## config.mk

```make
export PLATFORM = sky130hd
export DESIGN_NAME = csp_frame_port
export DESIGN_NICKNAME = d
export VERILOG_FILES = /design/src/csp_pkg.sv /design/src/csp_frame_port.sv
export VERILOG_INCLUDE_DIRS = /design/src /design/src/src
export SDC_FILE = /design/constraint.sdc
export NUM_CORES = 1
export LEC_CHECK = 0
export ABC_AREA = 1
export BUFFER_PORTS_ARGS = -buffer_cell sky130_fd_sc_hd__clkbuf_2
export CAP_MARGIN = 20
export CORE_MARGIN = 10
export CORE_UTILIZATION = 25
export CTS_BUF_LIST = sky130_fd_sc_hd__clkbuf_8
export DETAILED_ROUTE_END_ITERATION = 12
export PLACE_DENSITY = 0.44
export SYNTH_ARGS = -nofsm -noshare
export SYNTH_HDL_FRONTEND = slang
export SYNTH_SLANG_ARGS = --single-unit
```

## constraint.sdc

```tcl
create_clock -name mclk -period 4.2 [get_ports mclk]
set_clock_uncertainty 0.1 [all_clocks]
set_input_delay 0.42 -clock mclk [delete_from_list [all_inputs] [get_ports mclk]]
set_output_delay 0.42 -clock mclk [all_outputs]
set_load 0.01 [all_outputs]
```

## src/csp_defs.svh

```systemverilog
// constants of the codec serial frame port: frame timing, serial command
// layout, control register map and bus register offsets
// assumes inclusion by bare name from the package and the design module
`ifndef CSP_DEFS_SVH
`define CSP_DEFS_SVH

// frame timing, counted in codec master clocks and shift clocks
`define CSP_FRAME_DIV 512
`define CSP_SCLK_DIV 2
`define CSP_SCLKS_PER_FRAME (`CSP_FRAME_DIV / `CSP_SCLK_DIV)
`define CSP_WORD_BITS 16
`define CSP_PRI_SYNC 8'h00
`define CSP_PRI_START 8'h01
`define CSP_SEC_SYNC 8'h80
`define CSP_SEC_START 8'h81
`define CSP_POS_LAST 4'hF
`define CSP_POS_ADDR_DONE 4'h7

// secondary command word layout
`define CSP_CMD_RD_BIT 13
`define CSP_CMD_ADDR_MSB 12
`define CSP_CMD_ADDR_LSB 8
`define CSP_CMD_DATA_MSB 7

// serial control registers
`define CSP_CREG_NONE 5'h00
`define CSP_CREG_1 5'h01
`define CSP_CREG_2 5'h02
`define CSP_CREG1_RST 8'h00
`define CSP_CREG2_RST 7'h00
`define CSP_OVF_BIT 0

// bus register byte offsets
`define CSP_A_CTRL 8'h00
`define CSP_A_STATUS 8'h04
`define CSP_A_DIN 8'h08
`define CSP_A_FCNT 8'h0C
`define CSP_CTRL_EN_BIT 0

`endif

```

## src/csp_pkg.sv

```systemverilog
// types shared by the codec serial frame port
// assumes csp_defs.svh is reachable on the include path
`include "csp_defs.svh"

package csp_pkg;
    // which part of the frame the current shift clock period belongs to
    typedef enum logic [1:0] {
        SLOT_GAP,
        SLOT_PRI,
        SLOT_SEC
    } csp_slot_e;

    typedef logic [`CSP_WORD_BITS-1:0] csp_word_t;
endpackage

```

## src/csp_frame_port.sv

```systemverilog
// codec serial frame port, device end: frame sync, shift clock, primary
// sample words, secondary control words, plus an AHB-Lite status slave
// assumes mclk is the codec master clock and all inputs are synchronous to it
//
// What this block does
// - primary input word: DAC in D15..D1, request D0
// - every serial word goes MSB first
// - ADC output word is 16 bits, D15 MSB
// - samples are two's complement, passed unchanged
// - pulse mode: sync high one shift clock
// - primary frame moves one word each way
// - envelope mode: sync low for whole word
// - device itself drives envelope sync low
// - envelope sync returns high after sixteen bits
// - control registers change only in secondary frames, bar the overflow flag, which sets at any time
// - register zero command changes nothing
// - secondary write returns all zeros on output
// - input D0 set requests a secondary frame
// - pulse mode: second sync 128 clocks later
// - secondary word starts one period after sync
// - envelope mode: secondary opens 128 clocks later
// - first bit with falling edge of sync
// - control registers reachable only over serial
// - frame is master clock divided by 512
// - overflow flag cleared only by serial read
//
// The AHB-Lite register port and the register addresses were decided locally.
`timescale 1ns/10ps
`default_nettype none
`include "csp_defs.svh"

module csp_frame_port
    import csp_pkg::*;
#(
    parameter int FRAME_SCLKS = `CSP_SCLKS_PER_FRAME
) (
    input wire logic mclk,
    input wire logic rstn,
    input wire logic hsel,
    input wire logic [31:0] haddr,
    input wire logic [1:0] htrans,
    input wire logic hwrite,
    input wire logic [2:0] hsize,
    input wire logic [31:0] hwdata,
    input wire logic hready,
    output logic hreadyout,
    output logic hresp,
    output logic [31:0] hrdata,
    output logic shiftClock,
    output logic frameSync,
    output logic serialDataOut,
    input wire logic serialDataIn,
    input wire logic syncModeStrap,
    input wire logic [15:0] adcSample,
    input wire logic adcFullScale,
    output logic [14:0] dacSample,
    output logic dacStrobe,
    output logic [7:0] ctrlReg1,
    output logic [7:0] ctrlReg2
);

    // ---------------------------------------------------------------
    // state
    // ---------------------------------------------------------------
    logic enable_reg;
    logic phase_reg;
    logic [7:0] sclkIdx_reg;
    logic pulseMode_reg;
    logic secReq_reg;
    csp_word_t txWord_reg;
    csp_word_t rxShift_reg;
    logic [7:0] cr1_reg;
    logic [6:0] cr2Hi_reg;
    logic overflow_reg;
    logic [15:0] lastDin_reg;
    logic [15:0] frameCnt_reg;
    logic shiftClock_reg;
    logic frameSync_reg;
    logic dout_reg;
    logic [14:0] dacSample_reg;
    logic dacStrobe_reg;
    logic [31:0] hrdata_reg;
    logic wrPend_reg;
    logic [7:0] wrAddr_reg;

    // ---------------------------------------------------------------
    // helpers
    // ---------------------------------------------------------------
    // true while idx lies in the sixteen shift clocks that start at first
    function automatic logic inWord(input logic [7:0] idx, input logic [7:0] first);
        logic [7:0] rel;
        rel = idx - first;
        return rel < 8'(`CSP_WORD_BITS);
    endfunction

    // value a secondary read returns for a given register address
    function automatic logic [7:0] cregValue(input logic [4:0] addr, input logic [7:0] r1,
                                             input logic [7:0] r2);
        logic [7:0] v;
        v = 8'h00;
        if (addr == `CSP_CREG_1) begin
            v = r1;
        end else if (addr == `CSP_CREG_2) begin
            v = r2;
        end
        return v;
    endfunction

    // ---------------------------------------------------------------
    // frame position decode
    // ---------------------------------------------------------------
    csp_slot_e slot;
    logic [3:0] bitPos;
    logic riseTick;
    logic fallTick;
    logic [7:0] cr2Full;
    csp_word_t fullWord;
    logic [7:0] cmdHigh;
    logic cmdRead;
    logic [4:0] cmdAddr;
    logic wordEnd;
    logic addrDone;

    // secondary slot exists only when the last primary word asked for it
    always_comb begin
        if (inWord(sclkIdx_reg, `CSP_PRI_START)) begin
            slot = SLOT_PRI;
        end else if (secReq_reg && inWord(sclkIdx_reg, `CSP_SEC_START)) begin
            slot = SLOT_SEC;
        end else begin
            slot = SLOT_GAP;
        end
    end

    assign bitPos = (slot == SLOT_SEC) ? 4'(sclkIdx_reg - `CSP_SEC_START)
                                       : 4'(sclkIdx_reg - `CSP_PRI_START);
    // rising shift clock follows the phase-0 edge, sampling uses phase 1
    assign riseTick = enable_reg && !phase_reg;
    assign fallTick = enable_reg && phase_reg;
    assign cr2Full = {cr2Hi_reg, overflow_reg};
    // incoming word including the bit on the line right now
    assign fullWord = {rxShift_reg[14:0], serialDataIn};
    assign cmdHigh = {rxShift_reg[6:0], serialDataIn};
    assign cmdRead = cmdHigh[`CSP_CMD_RD_BIT - `CSP_CMD_ADDR_LSB];
    assign cmdAddr = cmdHigh[4:0];
    assign wordEnd = fallTick && (slot != SLOT_GAP) && (bitPos == `CSP_POS_LAST);
    assign addrDone = fallTick && (slot == SLOT_SEC) && (bitPos == `CSP_POS_ADDR_DONE);

    // ---------------------------------------------------------------
    // shift clock divider and frame counter
    // ---------------------------------------------------------------
    // two master clocks per shift clock, FRAME_SCLKS per frame
    always_ff @(posedge mclk or negedge rstn) begin
        if (!rstn) begin
            phase_reg <= 1'b0;
            sclkIdx_reg <= 8'h00;
        end else if (!enable_reg) begin
            phase_reg <= 1'b0;
            sclkIdx_reg <= 8'h00;
        end else begin
            phase_reg <= !phase_reg;
            if (phase_reg) begin
                if (sclkIdx_reg == 8'(FRAME_SCLKS - 1)) begin
                    sclkIdx_reg <= 8'h00;
                end else begin
                    sclkIdx_reg <= sclkIdx_reg + 8'h01;
                end
            end
        end
    end

    // shift clock pin, parked low while the port is stopped
    always_ff @(posedge mclk or negedge rstn) begin
        if (!rstn) begin
            shiftClock_reg <= 1'b0;
        end else begin
            shiftClock_reg <= riseTick;
        end
    end

    // strap is sampled while stopped and at each frame start, never mid frame
    always_ff @(posedge mclk or negedge rstn) begin
        if (!rstn) begin
            pulseMode_reg <= 1'b1;
        end else if (!enable_reg || (riseTick && sclkIdx_reg == `CSP_PRI_SYNC)) begin
            pulseMode_reg <= syncModeStrap;
        end
    end

    // frames started, counted at each frame start, for software to watch progress
    always_ff @(posedge mclk or negedge rstn) begin
        if (!rstn) begin
            frameCnt_reg <= 16'h0000;
        end else if (riseTick && sclkIdx_reg == `CSP_PRI_SYNC) begin
            frameCnt_reg <= frameCnt_reg + 16'h0001;
        end
    end

    // ---------------------------------------------------------------
    // frame sync
    // ---------------------------------------------------------------
    // decided with the mode that holds at this edge; the strap update at
    // frame start lands one edge later, so sync of slot 0 uses the old mode
    always_ff @(posedge mclk or negedge rstn) begin
        if (!rstn) begin
            frameSync_reg <= 1'b0;
        end else if (!enable_reg) begin
            frameSync_reg <= !pulseMode_reg;
        end else if (riseTick) begin
            if (pulseMode_reg) begin
                // one shift clock high, word begins as it falls
                frameSync_reg <= (sclkIdx_reg == `CSP_PRI_SYNC) ||
                                 (secReq_reg && sclkIdx_reg == `CSP_SEC_SYNC);
            end else begin
                // low across the word, high again after the last bit
                frameSync_reg <= (slot == SLOT_GAP);
            end
        end
    end

    // ---------------------------------------------------------------
    // transmit side
    // ---------------------------------------------------------------
    // read data is patched into the low byte once the address is known,
    // which is why the word is indexed rather than shifted
    always_ff @(posedge mclk or negedge rstn) begin
        if (!rstn) begin
            txWord_reg <= '0;
        end else if (riseTick && sclkIdx_reg == `CSP_PRI_SYNC) begin
            txWord_reg <= adcSample;
        end else if (riseTick && sclkIdx_reg == `CSP_SEC_SYNC) begin
            txWord_reg <= '0;
        end else if (addrDone && cmdRead) begin
            txWord_reg[`CSP_CMD_DATA_MSB:0] <= cregValue(cmdAddr, cr1_reg, cr2Full);
        end
    end

    // data pin changes with the rising shift clock, zero between words
    always_ff @(posedge mclk or negedge rstn) begin
        if (!rstn) begin
            dout_reg <= 1'b0;
        end else if (!enable_reg) begin
            dout_reg <= 1'b0;
        end else if (riseTick) begin
            if (slot != SLOT_GAP) begin
                dout_reg <= txWord_reg[4'hF - bitPos];
            end else begin
                dout_reg <= 1'b0;
            end
        end
    end

    // ---------------------------------------------------------------
    // receive side
    // ---------------------------------------------------------------
    // sampled at the falling shift clock, mid bit
    always_ff @(posedge mclk or negedge rstn) begin
        if (!rstn) begin
            rxShift_reg <= '0;
        end else if (fallTick && slot != SLOT_GAP) begin
            rxShift_reg <= fullWord;
        end
    end

    // primary word end: sample to the DAC, D0 is the request flag
    always_ff @(posedge mclk or negedge rstn) begin
        if (!rstn) begin
            dacSample_reg <= '0;
            dacStrobe_reg <= 1'b0;
            lastDin_reg <= 16'h0000;
        end else begin
            dacStrobe_reg <= 1'b0;
            if (wordEnd && slot == SLOT_PRI) begin
                dacSample_reg <= fullWord[15:1];
                dacStrobe_reg <= 1'b1;
                lastDin_reg <= fullWord;
            end
        end
    end

    // request holds until the next primary sync, so a missed one is not kept
    always_ff @(posedge mclk or negedge rstn) begin
        if (!rstn) begin
            secReq_reg <= 1'b0;
        end else if (!enable_reg) begin
            secReq_reg <= 1'b0;
        end else if (wordEnd && slot == SLOT_PRI) begin
            secReq_reg <= fullWord[0];
        end else if (riseTick && sclkIdx_reg == `CSP_PRI_SYNC) begin
            secReq_reg <= 1'b0;
        end
    end

    // ---------------------------------------------------------------
    // serial control registers
    // ---------------------------------------------------------------
    // written only at the end of a secondary write word, never from the bus
    always_ff @(posedge mclk or negedge rstn) begin
        if (!rstn) begin
            cr1_reg <= `CSP_CREG1_RST;
            cr2Hi_reg <= `CSP_CREG2_RST;
        end else if (wordEnd && slot == SLOT_SEC && !fullWord[`CSP_CMD_RD_BIT]) begin
            if (fullWord[`CSP_CMD_ADDR_MSB:`CSP_CMD_ADDR_LSB] == `CSP_CREG_1) begin
                cr1_reg <= fullWord[`CSP_CMD_DATA_MSB:0];
            end else if (fullWord[`CSP_CMD_ADDR_MSB:`CSP_CMD_ADDR_LSB] == `CSP_CREG_2) begin
                cr2Hi_reg <= fullWord[`CSP_CMD_DATA_MSB:1];
            end
            // no_operation_command and unknown addresses fall through untouched
        end
    end

    // overflow is sticky; a new full-scale event beats the read clear
    always_ff @(posedge mclk or negedge rstn) begin
        if (!rstn) begin
            overflow_reg <= 1'b0;
        end else if (adcFullScale) begin
            overflow_reg <= 1'b1;
        end else if (addrDone && cmdRead && cmdAddr == `CSP_CREG_2) begin
            overflow_reg <= 1'b0;
        end
    end

    // ---------------------------------------------------------------
    // AHB-Lite slave, zero wait states, always OKAY
    // ---------------------------------------------------------------
    logic addrPhase;
    logic [31:0] readMux;

    assign addrPhase = hsel && hready && htrans[1];

    // unmapped offsets read as zero
    always_comb begin
        readMux = 32'h0000_0000;
        case (haddr[7:0])
            `CSP_A_CTRL: readMux = {31'h0000_0000, enable_reg};
            `CSP_A_STATUS: readMux = {16'h0000, sclkIdx_reg, 6'h00, pulseMode_reg, secReq_reg};
            `CSP_A_DIN: readMux = {16'h0000, lastDin_reg};
            `CSP_A_FCNT: readMux = {16'h0000, frameCnt_reg};
            default: readMux = 32'h0000_0000;
        endcase
    end

    // address phase capture; read data registered for the data phase
    always_ff @(posedge mclk or negedge rstn) begin
        if (!rstn) begin
            wrPend_reg <= 1'b0;
            wrAddr_reg <= 8'h00;
            hrdata_reg <= 32'h0000_0000;
        end else begin
            if (hready) begin
                wrPend_reg <= addrPhase && hwrite;
                wrAddr_reg <= haddr[7:0];
            end
            if (addrPhase && !hwrite) begin
                hrdata_reg <= readMux;
            end
        end
    end

    // port enable is the only writable bus bit
    always_ff @(posedge mclk or negedge rstn) begin
        if (!rstn) begin
            enable_reg <= 1'b0;
        end else if (wrPend_reg && wrAddr_reg == `CSP_A_CTRL) begin
            enable_reg <= hwdata[`CSP_CTRL_EN_BIT];
        end
    end

    // ---------------------------------------------------------------
    // outputs
    // ---------------------------------------------------------------
    assign hreadyout = 1'b1;
    assign hresp = 1'b0;
    assign hrdata = hrdata_reg;
    assign shiftClock = shiftClock_reg;
    assign frameSync = frameSync_reg;
    assign serialDataOut = dout_reg;
    assign dacSample = dacSample_reg;
    assign dacStrobe = dacStrobe_reg;
    assign ctrlReg1 = cr1_reg;
    assign ctrlReg2 = cr2Full;

endmodule
`default_nettype wire

```

## After elaboration in Yosys (flattened, before gate mapping)

Index checks and enable logic that the tools add are counted.

- Add/subtract/negate cells: 5
- Order comparisons: 3
- Eq/ne operators: 16
- Muxes and demuxes: 28
- Bitwise gates (word level): 1
- Reductions and logical operators: 37

Operators with widths:

| cell | count |
|---|---|
| 2-to-1 mux 8 bit | 8 |
| case mux 16 bit (4 select lines) | 1 |
| zero test 8 bit | 3 |
| logical AND 1 bit | 20 |
| adder 16 x 1 -> 16 bit, second input constant | 1 |
| == test 8 x 4 -> 1 bit, second input constant | 2 |
| == test 8 bit, second input constant | 2 |
| less-than comparator 8 x 5 -> 1 bit, second input constant | 2 |
| 2-to-1 mux 16 bit | 1 |
| 2-to-1 mux 1 bit | 14 |
| == test 5 x 1 -> 1 bit, second input constant | 2 |
| == test 5 x 2 -> 1 bit, second input constant | 2 |
| adder 8 x 1 -> 8 bit, second input constant | 1 |
| == test 8 x 3 -> 1 bit, second input constant | 1 |
| subtractor 8 x 1 -> 8 bit, second input constant | 1 |
| subtractor 8 bit, second input constant | 1 |
| nonzero test 2 bit | 3 |
| zero test 1 bit | 5 |
| less-than comparator 4 x 5 -> 1 bit, second input constant | 1 |
| binary-select mux 1 bit (select 4 bit) | 1 |
| == test 4 x 3 -> 1 bit, second input constant | 1 |
| == test 4 bit, second input constant | 1 |
| 2-to-1 mux 2 bit | 2 |
| 2-to-1 mux 4 bit | 1 |
| other kinds (11) | 13 |

- Register bits: 151
- Output and inout bits: 69
- Logic and storage cells: 111

## Depth between registers and ports, before layout

Gate-level depths: netlist of run 1.

- Depth in word-level cells: 13
- Gate-level depth with buffers: 14
- Mapped depth without buffers: 13

## Worst setup path before layout of run 1

Ideal clock, no wire load.

- Path kind: flip-flop to flip-flop
- Start: register sclkIdx_reg[0]
- End: register frameCnt_reg[13]
- Arrival: 1965 ps
- Setup slack: 2012 ps
- Cell stages (with the launch flop): 11
- Buffers on the path: 0
- Period minus slack after synthesis: 2188 ps
- Cell sequence: dfrtp_1 inv_1 ha_1 inv_1 nor2_1 nand4_2 nor2_4 nand4_1 nor2_1 nand2_1 xor2_1

- Word-level cells in the longest chain between the ends: 2

Ends and longest elaborated chain:

| what | line | RTL |
|---|---|---|
| start, declared | csp_frame_port.sv:67 | `logic [7:0] sclkIdx_reg;` |
| start signal, assigned | csp_frame_port.sv:166 | `sclkIdx_reg <= sclkIdx_reg + 8'h01;` |
| zero test 8 bit (no source line) | n/a |  |
| logical AND 1 bit (no source line) | n/a |  |
| end signal, assigned | csp_frame_port.sv:195 | `frameCnt_reg <= frameCnt_reg + 16'h0001;` |
| end, declared | csp_frame_port.sv:76 | `logic [15:0] frameCnt_reg;` |

No other way between the ends.
A chain may end at the register's enable or synchronous reset.

## Worst setup path in the final report of run 1

- Start: register sclkIdx_reg[0]
- End: register cr1_reg[5] (netlist: ctrlReg1[5])

- Word-level cells in the longest chain between the ends: 12

Ends and longest elaborated chain:

| what | line | RTL |
|---|---|---|
| subtractor 8 bit (no source line) | n/a |  |
| less-than comparator 8 x 5 -> 1 bit | csp_frame_port.sv:93 | `` return rel < 8'(`CSP_WORD_BITS); `` |
| logical AND 1 bit | csp_frame_port.sv:128 | `` end else if (secReq_reg && inWord(sclkIdx_reg, `CSP_SEC_START)) begin `` |
| 2-to-1 mux 2 bit | csp_frame_port.sv:128 |  |
| 2-to-1 mux 2 bit | csp_frame_port.sv:126 | `` if (inWord(sclkIdx_reg, `CSP_PRI_START)) begin `` |
| == test 2 bit | csp_frame_port.sv:135, csp_frame_port.sv:302 |  |
| 2-to-1 mux 4 bit | csp_frame_port.sv:135 | `` assign bitPos = (slot == SLOT_SEC) ? 4'(sclkIdx_reg - `CSP_SEC_START) `` |
| == test 4 bit (no source line) | n/a |  |
| logical AND 1 bit | csp_frame_port.sv:146 | `` assign wordEnd = fallTick && (slot != SLOT_GAP) && (bitPos == `CSP_POS_LAST); `` |
| logical AND 1 bit * (2 in a row) | csp_frame_port.sv:302 | `` end else if (wordEnd && slot == SLOT_SEC && !fullWord[`CSP_CMD_RD_BIT]) begin `` |
| AND reduction 2 bit (no source line) * | n/a |  |
| end signal, assigned | csp_frame_port.sv:300 | `` cr1_reg <= `CSP_CREG1_RST; `` |
| end signal, assigned | csp_frame_port.sv:304 | `` cr1_reg <= fullWord[`CSP_CMD_DATA_MSB:0]; `` |
| end, declared | csp_frame_port.sv:72 | `logic [7:0] cr1_reg;` |

Mark *: on every way between the ends. The rest lies on a longest branch, timed or not.

==> flow_summary.toml, run 1 <==
[pwr]
p_leak_nw = 3.35
irDropWorstVdd_v = 0.000181
powerDensity_nw_per_um2 = 393

[hold_path]
hold_path_class = "primary input to asynchronous set/reset pin"

[sta]
finalSetupViolations = 0
tns_ns = 0
period_needed_ns = 2.88
holdWs_ns = -0.00212
worstMarginPinSlew_ns = 1.02
fin_crit_sh_pct = 68.7
finalMaxSlewViolations = 0
fmax_ghz = 0.347
rsz0062_at_grt = "no"
hold_viol_final = 3
relSlewSlack_pct = 31.3

[setup_path]
start_kind = "flip-flop"
path_max_fanout = 21
cp-end-kind = "flip-flop"
crit_end = "ctrlReg1[5]"
startpoint = "sclkIdx_reg[0]"
worst_path_max_delay_cell = "nand4_1"
crit_type = "flip-flop to flip-flop"
timing.rr.end = "ctrlReg1[5]"
path_common_cell = "nand2_1"
slowest_delay_ns = 0.43
r2r_start = "sclkIdx_reg[0]"
worstRegToRegCells = 12
ff2ff_setup_slack_ns = 1.32
worstPathCellList = "buf_4 > inv_1 > ha_1 > inv_1 > nor2_1 > nor2_1 > nor2_2 > nand2_1 > nor3_4 > nand4_1 > nand2_1 > nand2_1"
cp.arrival_ns = 3.11
cp_data_required_time_ns = 4.43

[clocking]
hold_buffers = 0
numCtsBuffers = 17
tritoncts = "done"
cts.clk_slew.worst_paths_ns = 0.08
clock_sinks = 119
cts_buffer_depth = 2
htreeDepth = 4
clockRootBuffer = "clkbuf_8"
worstSkewPairLatency_ns = 0.44
cts.repair.resized = 0
postCtsSetupBuffers = 0

[flow_run]
drv_cap = 0

[synth]
yosysSeqAreaShare_pct = 50.0
syn_avg_cell_area_sq_um = 8.26
synth_top_area_cell = "dfrtp_1"
yosysUniqueCellTypes = 34
syn-cell-area_sq_um = 5960
syn_inst = 721
yosysTopAreaCellShare_pct = 49.6
synth_enable_flop_cells = 0
synth_seq_cells = 119
synth_warnings = 0
synthFlopType = "dfrtp_1"
synth.area.top_cells = "dfrtp_1 (50%), nand2_1 (11%), o21ai_0 (6.9%), inv_1 (5.7%), buf_4 (4.4%)"
async_flop_share_pct = 100

[placed_design]
hpwl_um = 13100
gp_congestion = 0.815
port_buffers = 84

[detailed_routing]
wl_per_cell_um = 15.6
drt-total-wl_um = 17500
drtPass1Iterations = 4
route.detailed.drc = 0
ant_nets = 0
drt_iter0_drc = 262
vias = 4835
avgViaCountPerCell = 4.30

[floorplan]
dieArea_sq_um = 30400
rows = 56
core-area_sq_um = 23500
start_util_pct = 25.4
io_pins = 162
fp.dieW_um = 174
die_h_um = 174

[global_route]
grt_use_total_pct = 11.6
grt_max_degree = 68
grt_overflow = 0
antenna_found_initial = 0
grt_pass1_wl_um = 28200
first_global_vias = 4912

[final_layout]
layout.nets = 890
area_growth_pct = 17.0
fillers = 2620
utilization_pct = 29.7
drive_above_1_share_pct = 18.0
regArea_sq_um = 2980
antenna_cells = 0
multi_input_area_sq_um = 2330

[status]
status = "finished with violations"
violations = "negative hold slack"
[worst max-delay path, delay by kind of cell (launching register included)]
kind,cells,cell delay (ns)
flops,1,0.36
buf+inv,3,0.44
simple gates,8,1.66
fa+ha+maj,1,0.22
[Yosys cell counts (8+ instances only)]
master,instances
nand4_1,10
o211ai_1,11
o21ai_0,82
clkbuf_1,12
nor3_1,8
nand2_1,174
o22ai_1,17
a21oi_1,21
nand3_1,41
buf_4,35
nor2_1,38
xor2_1,14
dfrtp_1,118
buf_2,8
inv_1,91
[per-stage QoR]
stage	power (mW)	cell area [sq um]	cells	setup slack (ns)
after global placement	1.67	6550	1093	1.33
after floorplan	1.55	6020	737	2.01
after detailed placement	1.68	6550	1093	1.30
after CTS	2.79	6970	1125	1.30
after global routing	2.90	6970	1125	0.981
final	2.74	6970	1125	1.32
[logic make-up (layout without fill, tap and decap cells)]
| logic type | Yosys count | count (layout) | synth area share (%) |
|---|---|---|---|
| AND/OR/NAND/NOR | 285 | 285 | 20.7 |
| other | 2 | 18 | 0.126 |
| AO/OA/AOI/OAI | 140 | 140 | 13.0 |
| flip-flops | 119 | 119 | 50.0 |
| adder cells (fa/ha/maj) | 4 | 4 | 0.840 |
| buffers and inverters | 149 | 218 | 11.9 |
| XOR/XNOR | 18 | 18 | 2.65 |
| multiplexers | 4 | 4 | 0.756 |
[routing by layer]
metal	routed length [um]	global-route usage, %
met5	0	0
met1	8420	15.8
met3	826	2.62
met4	221	3.67
met2	8030	17.8
[layout by cell type (no fill, tap or decap), types with 2 or more instances in the layout]
cell,n
a21oi_1,21
ha_1,4
bufinv_16,3
o21ai_1,2
o211ai_1,11
inv_1,91
inv_6,2
clkbuf_2,83
nand2_1,174
xor2_1,14
buf_4,10
a22o_1,4
nor2_1,38
nor2_4,3
o21ai_0,82
nand4_2,2
dfrtp_1,118
nor2_2,4
o22ai_1,17
clkbuf_8,17
nor3_1,8
conb_1,18
clkinvlp_4,7
clkinv_2,2
nand4_1,10
mux2_2,4
xnor2_1,4
nand3_1,41
inv_2,2
nor4_2,2
[worst min path at each step]
| stage | startpoint | slack, ns | endpoint |
|---|---|---|---|
| global route | rstn | 0.05 | lastDin_reg[11] |
| CTS | rstn | 0.02 | wrAddr_reg[7] |
| global placement | frameCnt_reg[7] | 0.36 | frameCnt_reg[7] |
| floorplan | rstn | 0.02 | cr2Hi_reg[0] |
| detailed placement | hrdata[5] | 0.37 | hrdata[5] |
| finish | rstn | -0.002 | lastDin_reg[11] |
[power by group]
group	total (mW)	leakage (nW)	internal (mW)	switching, mW
clock	1.09	0.187	0.587	0.506
combinational	0.355	1.58	0.120	0.236
sequential	1.29	1.59	1.23	0.0602
total	2.74	3.35	1.94	0.802
[final cells by class]
class,count,share of cell area [%]
flip-flops and latches,119,42.8
repair buffers,93,7.04
clock inverters,15,2.57
multi-input cells,469,33.5
clock buffers,17,3.36
well taps,319,5.73
inverters,93,5.01
No activity file was read; power rests on OpenSTA's default activity.
==> inputs of run 2 (changes only) <==
==> constraint.sdc (replaced) <==
create_clock -name mclk -period 3 [get_ports mclk]
set_clock_uncertainty 0.1 [all_clocks]
set_input_delay 0.3 -clock mclk [delete_from_list [all_inputs] [get_ports mclk]]
set_output_delay 0.3 -clock mclk [all_outputs]
set_load 0.01 [all_outputs]
==> run 2 against run 1 <==
Net effect:
- the flow now finishes without violations
- critical endpoint is now ctrlReg1[0]
- via count up 1.1%
- design area up 3.4%
- worst hold slack better by 0.041 ns
- non-clock buffer count up 23
- power up 43%
- worst setup slack worse by 0.95 ns
- clock power up 45%
- critical path depth down 1
- first-iteration DRC count up 9.9%
- combinational power up 47%
==> flow_summary.toml, run 2 (synthesized netlist as in run 1, its figures left out) <==
[clocking]
cts.clk_slew.worst_paths_ns = 0.07
htreeDepth = 4
postCtsSetupBuffers = 0
tritoncts = "done"
clock_sinks = 119
clockRootBuffer = "clkbuf_8"
numCtsBuffers = 17
cts_buffer_depth = 2
worstSkewPairLatency_ns = 0.44

[global_route]
grtUsageMet1_pct = 15.5
met2_usage_pct = 17.7
grt_pass1_wl_um = 28200
grt_overflow = 0
grt-busiest-layer = "met2"
met3_usage_pct = 3.23
first_global_vias = 4985
grt_use_total_pct = 11.7
antenna_found_initial = 0
grt_max_degree = 52

[detailed_routing]
avgViaCountPerCell = 4.26
drt_iter0_drc = 288
vias = 4888
drtPass1Iterations = 4
route.detailed.drc = 0
ant_nets = 0
wl_per_cell_um = 15.3
drt-total-wl_um = 17500

[placed_design]
hpwl_um = 13200
post_dp_cell_area_sq_um = 6590
place_ws_ns = 0.322
gp_congestion = 0.788
port_buffers = 84

[sta]
fmax_ghz = 0.380
timing.final.ws_setup_ns = 0.366
tns_ns = 0
worstMarginPinSlew_ns = 0.679
hold_viol_final = 0
relSlewSlack_pct = 54.8
finalSetupViolations = 0
rsz0062_at_grt = "no"
finalMaxSlewViolations = 0
period_needed_ns = 2.63
fin_crit_sh_pct = 87.8

[setup_path]
start_kind = "flip-flop"
crit_type = "flip-flop to flip-flop"
r2r_start = "sclkIdx_reg[1]"
startpoint = "sclkIdx_reg[1]"
cp_data_required_time_ns = 3.23
cp-end-kind = "flip-flop"
path_max_fanout = 8
cp.arrival_ns = 2.86

[floorplan]
core-area_sq_um = 23500
die_h_um = 174
io_pins = 162
start_util_pct = 25.4
dieArea_sq_um = 30400
rows = 56
fp.dieW_um = 174

[final_layout]
regArea_sq_um = 2980
layout.nets = 913
layout_common_cells = "nand2_1 (174), dfrtp_1 (118), inv_1 (94)"
drive_above_1_share_pct = 17.4
multi_input_area_sq_um = 2330
layout_commonest_cell = "nand2_1"
fillers = 2598
area_growth_pct = 20.9
antenna_cells = 0
design_area_sq_um = 7200

[pwr]
power_frac_seq_pct = 46.2
powerDensity_nw_per_um2 = 543
irDropWorstVdd_v = 0.000258
pwr-share-clk_pct = 40.4
combPwrFrac_pct = 13.4
p_leak_nw = 3.50
p_switching_mw = 1.07
intPower_mw = 2.84
swShare_pct = 27.4

[hold_path]
hold_start = "htrans[1]"
hold_path_class = "primary input to flip-flop"

[status]
status = "completed"

[flow_run]
drv_cap = 0
-- run 2: power by group through the flow --
stage	Combinational [mW]	Sequential [mW]	Clock, mW
floorplan	0.358	1.81	0
global placement	0.508	1.83	0
detailed placement	0.513	1.84	0
CTS	0.534	1.81	1.63
global route	0.604	1.82	1.71
finish	0.523	1.81	1.58
-- run 2: area by class of cell --
| cell class | instances | area share, % |
|---|---|---|
| Clock buffer | 19 | 3.63 |
| Tap cell | 319 | 5.54 |
| Sequential cell | 119 | 41.4 |
| Multi-Input combinational cell | 469 | 32.3 |
| Timing Repair Buffer | 116 | 10.0 |
| Clock inverter | 12 | 2.22 |
| Inverter | 93 | 4.85 |
-- run 2: timing repair --
action | in CTS | in global routing
endpoints found under the hold margin | 66 | 0
hold buffers | 19 | 0
resized for setup | 0 | 0
-- run 2: worst paths after layout --
| kind | to | depth (start not counted) | slack [ns] |
|---|---|---|---|
| setup / recovery | ctrlReg1[0] | 11 | 0.37 |
| hold / removal | wrPend_reg | 3 | 0.04 |
| setup reg to reg | ctrlReg1[0] | 11 | 0.37 |
| hold reg to reg | frameCnt_reg[7] | 1 | 0.38 |
| max in group asynchronous | pulseMode_reg | 3 | 1.63 |
| min in group asynchronous | wrAddr_reg[6] | 2 | 0.34 |
-- run 2: worst max-delay path, cell delays in order, from the launching register on --
cell     delay, ns
dfrtp_1       0.44
inv_1         0.14
ha_1          0.20
inv_1         0.05
nor2_1        0.25
nor2_1        0.18
nor2_2        0.13
nand2_1       0.12
nor3_4        0.27
nand4_1       0.41
nand2_1       0.17
nand2_1       0.06
-- run 2: stage by stage --
step           hold slack, ns  total power [mW]  utilization [%]  instances
2_1_floorplan         -0.0956              2.17                -        737
3_3_place_gp            0.294              2.34             28.1       1097
3_5_place_dp            0.296              2.35             28.1       1097
4_1_cts               0.00969              3.97             30.7       1147
5_1_grt                0.0296              4.13             30.7       1147
6_report               0.0394              3.91             30.7       1147
-- run 2: routing by layer --
metal | part of all wire (%) | up-vias
met5 | 0 | -
met4 | 1.6 | 0
met3 | 4.9 | 14
met2 | 45 | 112
met1 | 48 | 2284
li1 | - | 2478
==> inputs of run 3 (changes only) <==
--- a/config.mk
+++ b/config.mk
@@ -14,6 +14,8 @@
 export CTS_BUF_LIST = sky130_fd_sc_hd__clkbuf_8
 export DETAILED_ROUTE_END_ITERATION = 12
 export PLACE_DENSITY = 0.44
+export RECOVER_POWER = 50
+export SETUP_SLACK_MARGIN = 0.05
 export SYNTH_ARGS = -nofsm -noshare
 export SYNTH_HDL_FRONTEND = slang
 export SYNTH_SLANG_ARGS = --single-unit
==> run 3 against run 2 <==
Net effect:
- fmax is 3.0% higher
- non-clock buffer count up 1
- routed wire length grew 0.21%
- utilization fell by 0.28 points
- final cell count about the same
- power about the same
- critical path depth rose by 1
- clock-buffer cell count is the same
- combinational power shrank 0.8%
- clock power barely moved
- critical path type unchanged
- largest power group unchanged
- sequential power barely moved
- via count is 0.45% higher
==> flow_summary.toml, run 3 (synthesized netlist as in run 1, its figures left out) <==
[placed_design]
post_dp_cell_area_sq_um = 6590
hpwl_um = 13200
port_buffers = 84
gp_congestion = 0.788

[global_route]
grt_pass1_wl_um = 28200
first_global_vias = 4985
grt_use_total_pct = 11.7
grt_max_degree = 52
grt_overflow = 0
antenna_found_initial = 0

[sta]
rsz0062_at_grt = "no"
finalSetupViolations = 0
fmax_ghz = 0.391
hold_viol_final = 0
fin_crit_sh_pct = 85.2
tns_ns = 0
relSlewSlack_pct = 13.6
period_needed_ns = 2.56
worstMarginPinSlew_ns = 1.30
finalMaxSlewViolations = 0

[setup_path]
path_max_fanout = 15
crit_type = "flip-flop to flip-flop"
cp.arrival_ns = 2.83
cp_data_required_time_ns = 3.28
cp-end-kind = "flip-flop"
start_kind = "flip-flop"

[hold_path]
hold_path_class = "primary input to flip-flop"

[final_layout]
utilization_pct = 30.4
layout_commonest_cell = "nand2_1"
fillers = 2621
drive_above_1_share_pct = 12.4
layout.nets = 914
layout_common_cells = "nand2_1 (174), dfrtp_1 (118), inv_1 (94)"
area_growth_pct = 19.8
design_area_sq_um = 7130
antenna_cells = 0

[pwr]
swShare_pct = 27.5
irDropWorstVdd_v = 0.000258
fin_total_pwr_mw = 3.91
pwr-share-clk_pct = 40.6
p_leak_nw = 3.36
power_frac_seq_pct = 46.2
powerDensity_nw_per_um2 = 548
p_switching_mw = 1.07
intPower_mw = 2.84
combPwrFrac_pct = 13.3

[floorplan]
fp.dieW_um = 174
rows = 56
dieArea_sq_um = 30400
start_util_pct = 25.4
core-area_sq_um = 23500
die_h_um = 174
io_pins = 162

[status]
status = "completed"

[clocking]
worstSkewPairLatency_ns = 0.44
tritoncts = "done"
htreeDepth = 4
numCtsBuffers = 17
cts_buffer_depth = 2
cts.clk_slew.worst_paths_ns = 0.08
clockRootBuffer = "clkbuf_8"
clock_sinks = 119

[detailed_routing]
vias = 4910
drt_iter0_drc = 313
avgViaCountPerCell = 4.28
ant_nets = 0
route.detailed.drc = 0
wl_per_cell_um = 15.3
drt-total-wl_um = 17600
drtPass1Iterations = 5

[flow_run]
drv_cap = 0
[run 3: cell count changes in the layout (fill, tap and decap cells not counted), sizes merged]
cell and delta:
buf -2, clkbuf +3
[run 3: area by class of cell]
class / count / area (sq um) / share of cell area, %
sequential: 119 / 2980 / 41.8
multi-input combinational: 469 / 2330 / 32.6
timing repair buffer: 117 / 659 / 9.24
tap: 319 / 399 / 5.59
inverter: 93 / 349 / 4.89
clock buffer: 19 / 262 / 3.67
clock inverter: 12 / 160 / 2.24
[run 3: what timing repair did]
| item | CTS | global route |
|---|---|---|
| endpoints found under the setup margin | 0 | 2 |
| gates resized for setup | 0 | 0 |
| buffers inserted | 0 | 1 |
| hold buffers | 19 | 0 |
| endpoints found under the hold margin | 66 | 0 |
[run 3: worst paths after layout]
check,slack [ns],depth (start not counted),startpoint,endpoint
setup / recovery,0.44,12,sclkIdx_reg[1],ctrlReg1[5]
hold / removal,0.04,3,htrans[1],wrPend_reg
setup reg to reg,0.44,12,sclkIdx_reg[1],ctrlReg1[5]
hold reg to reg,0.38,1,frameCnt_reg[7],frameCnt_reg[7]
max in group asynchronous,0.67,3,rstn,ctrlReg1[0]
min in group asynchronous,0.58,2,rstn,wrAddr_reg[0]
[run 3: power by group through the flow]
stage	registers [mW]	logic, mW	clock network (mW)
6_report	1.81	0.519	1.59
5_1_grt	1.82	0.599	1.71
4_1_cts	1.81	0.534	1.63
3_5_place_dp	1.84	0.513	0
3_3_place_gp	1.83	0.508	0
2_1_floorplan	1.81	0.358	0
[run 3: critical path: stages, from the launching register on]
cell     delay [ns]
dfrtp_1        0.44
inv_1          0.14
ha_1           0.20
inv_1          0.05
nor2_1         0.25
nor2_1         0.18
nor2_2         0.12
nand2_1        0.12
nor3_4         0.27
inv_2          0.07
nor2_4         0.32
nand3_1        0.14
nand2_1        0.09
[run 3: stage by stage]
step	setup slack, ns	std cells	hold slack [ns]
6_report	0.443	1148	0.0427
5_1_grt	0.0998	1148	0.0296
4_1_cts	0.298	1147	0.00969
3_5_place_dp	0.322	1097	0.296
3_3_place_gp	0.338	1097	0.294
2_1_floorplan	0.812	737	-0.0956
[run 3: per-layer routing]
layer	global-route usage [%]	routed length (um)	part of all wire, %	vias to the layer above
met5	0	0	0	-
met4	4.03	255	1.5	0
met3	3.23	840	4.8	14
met2	17.7	8010	46	96
met1	15.5	8480	48	2317
li1	-	-	-	2483
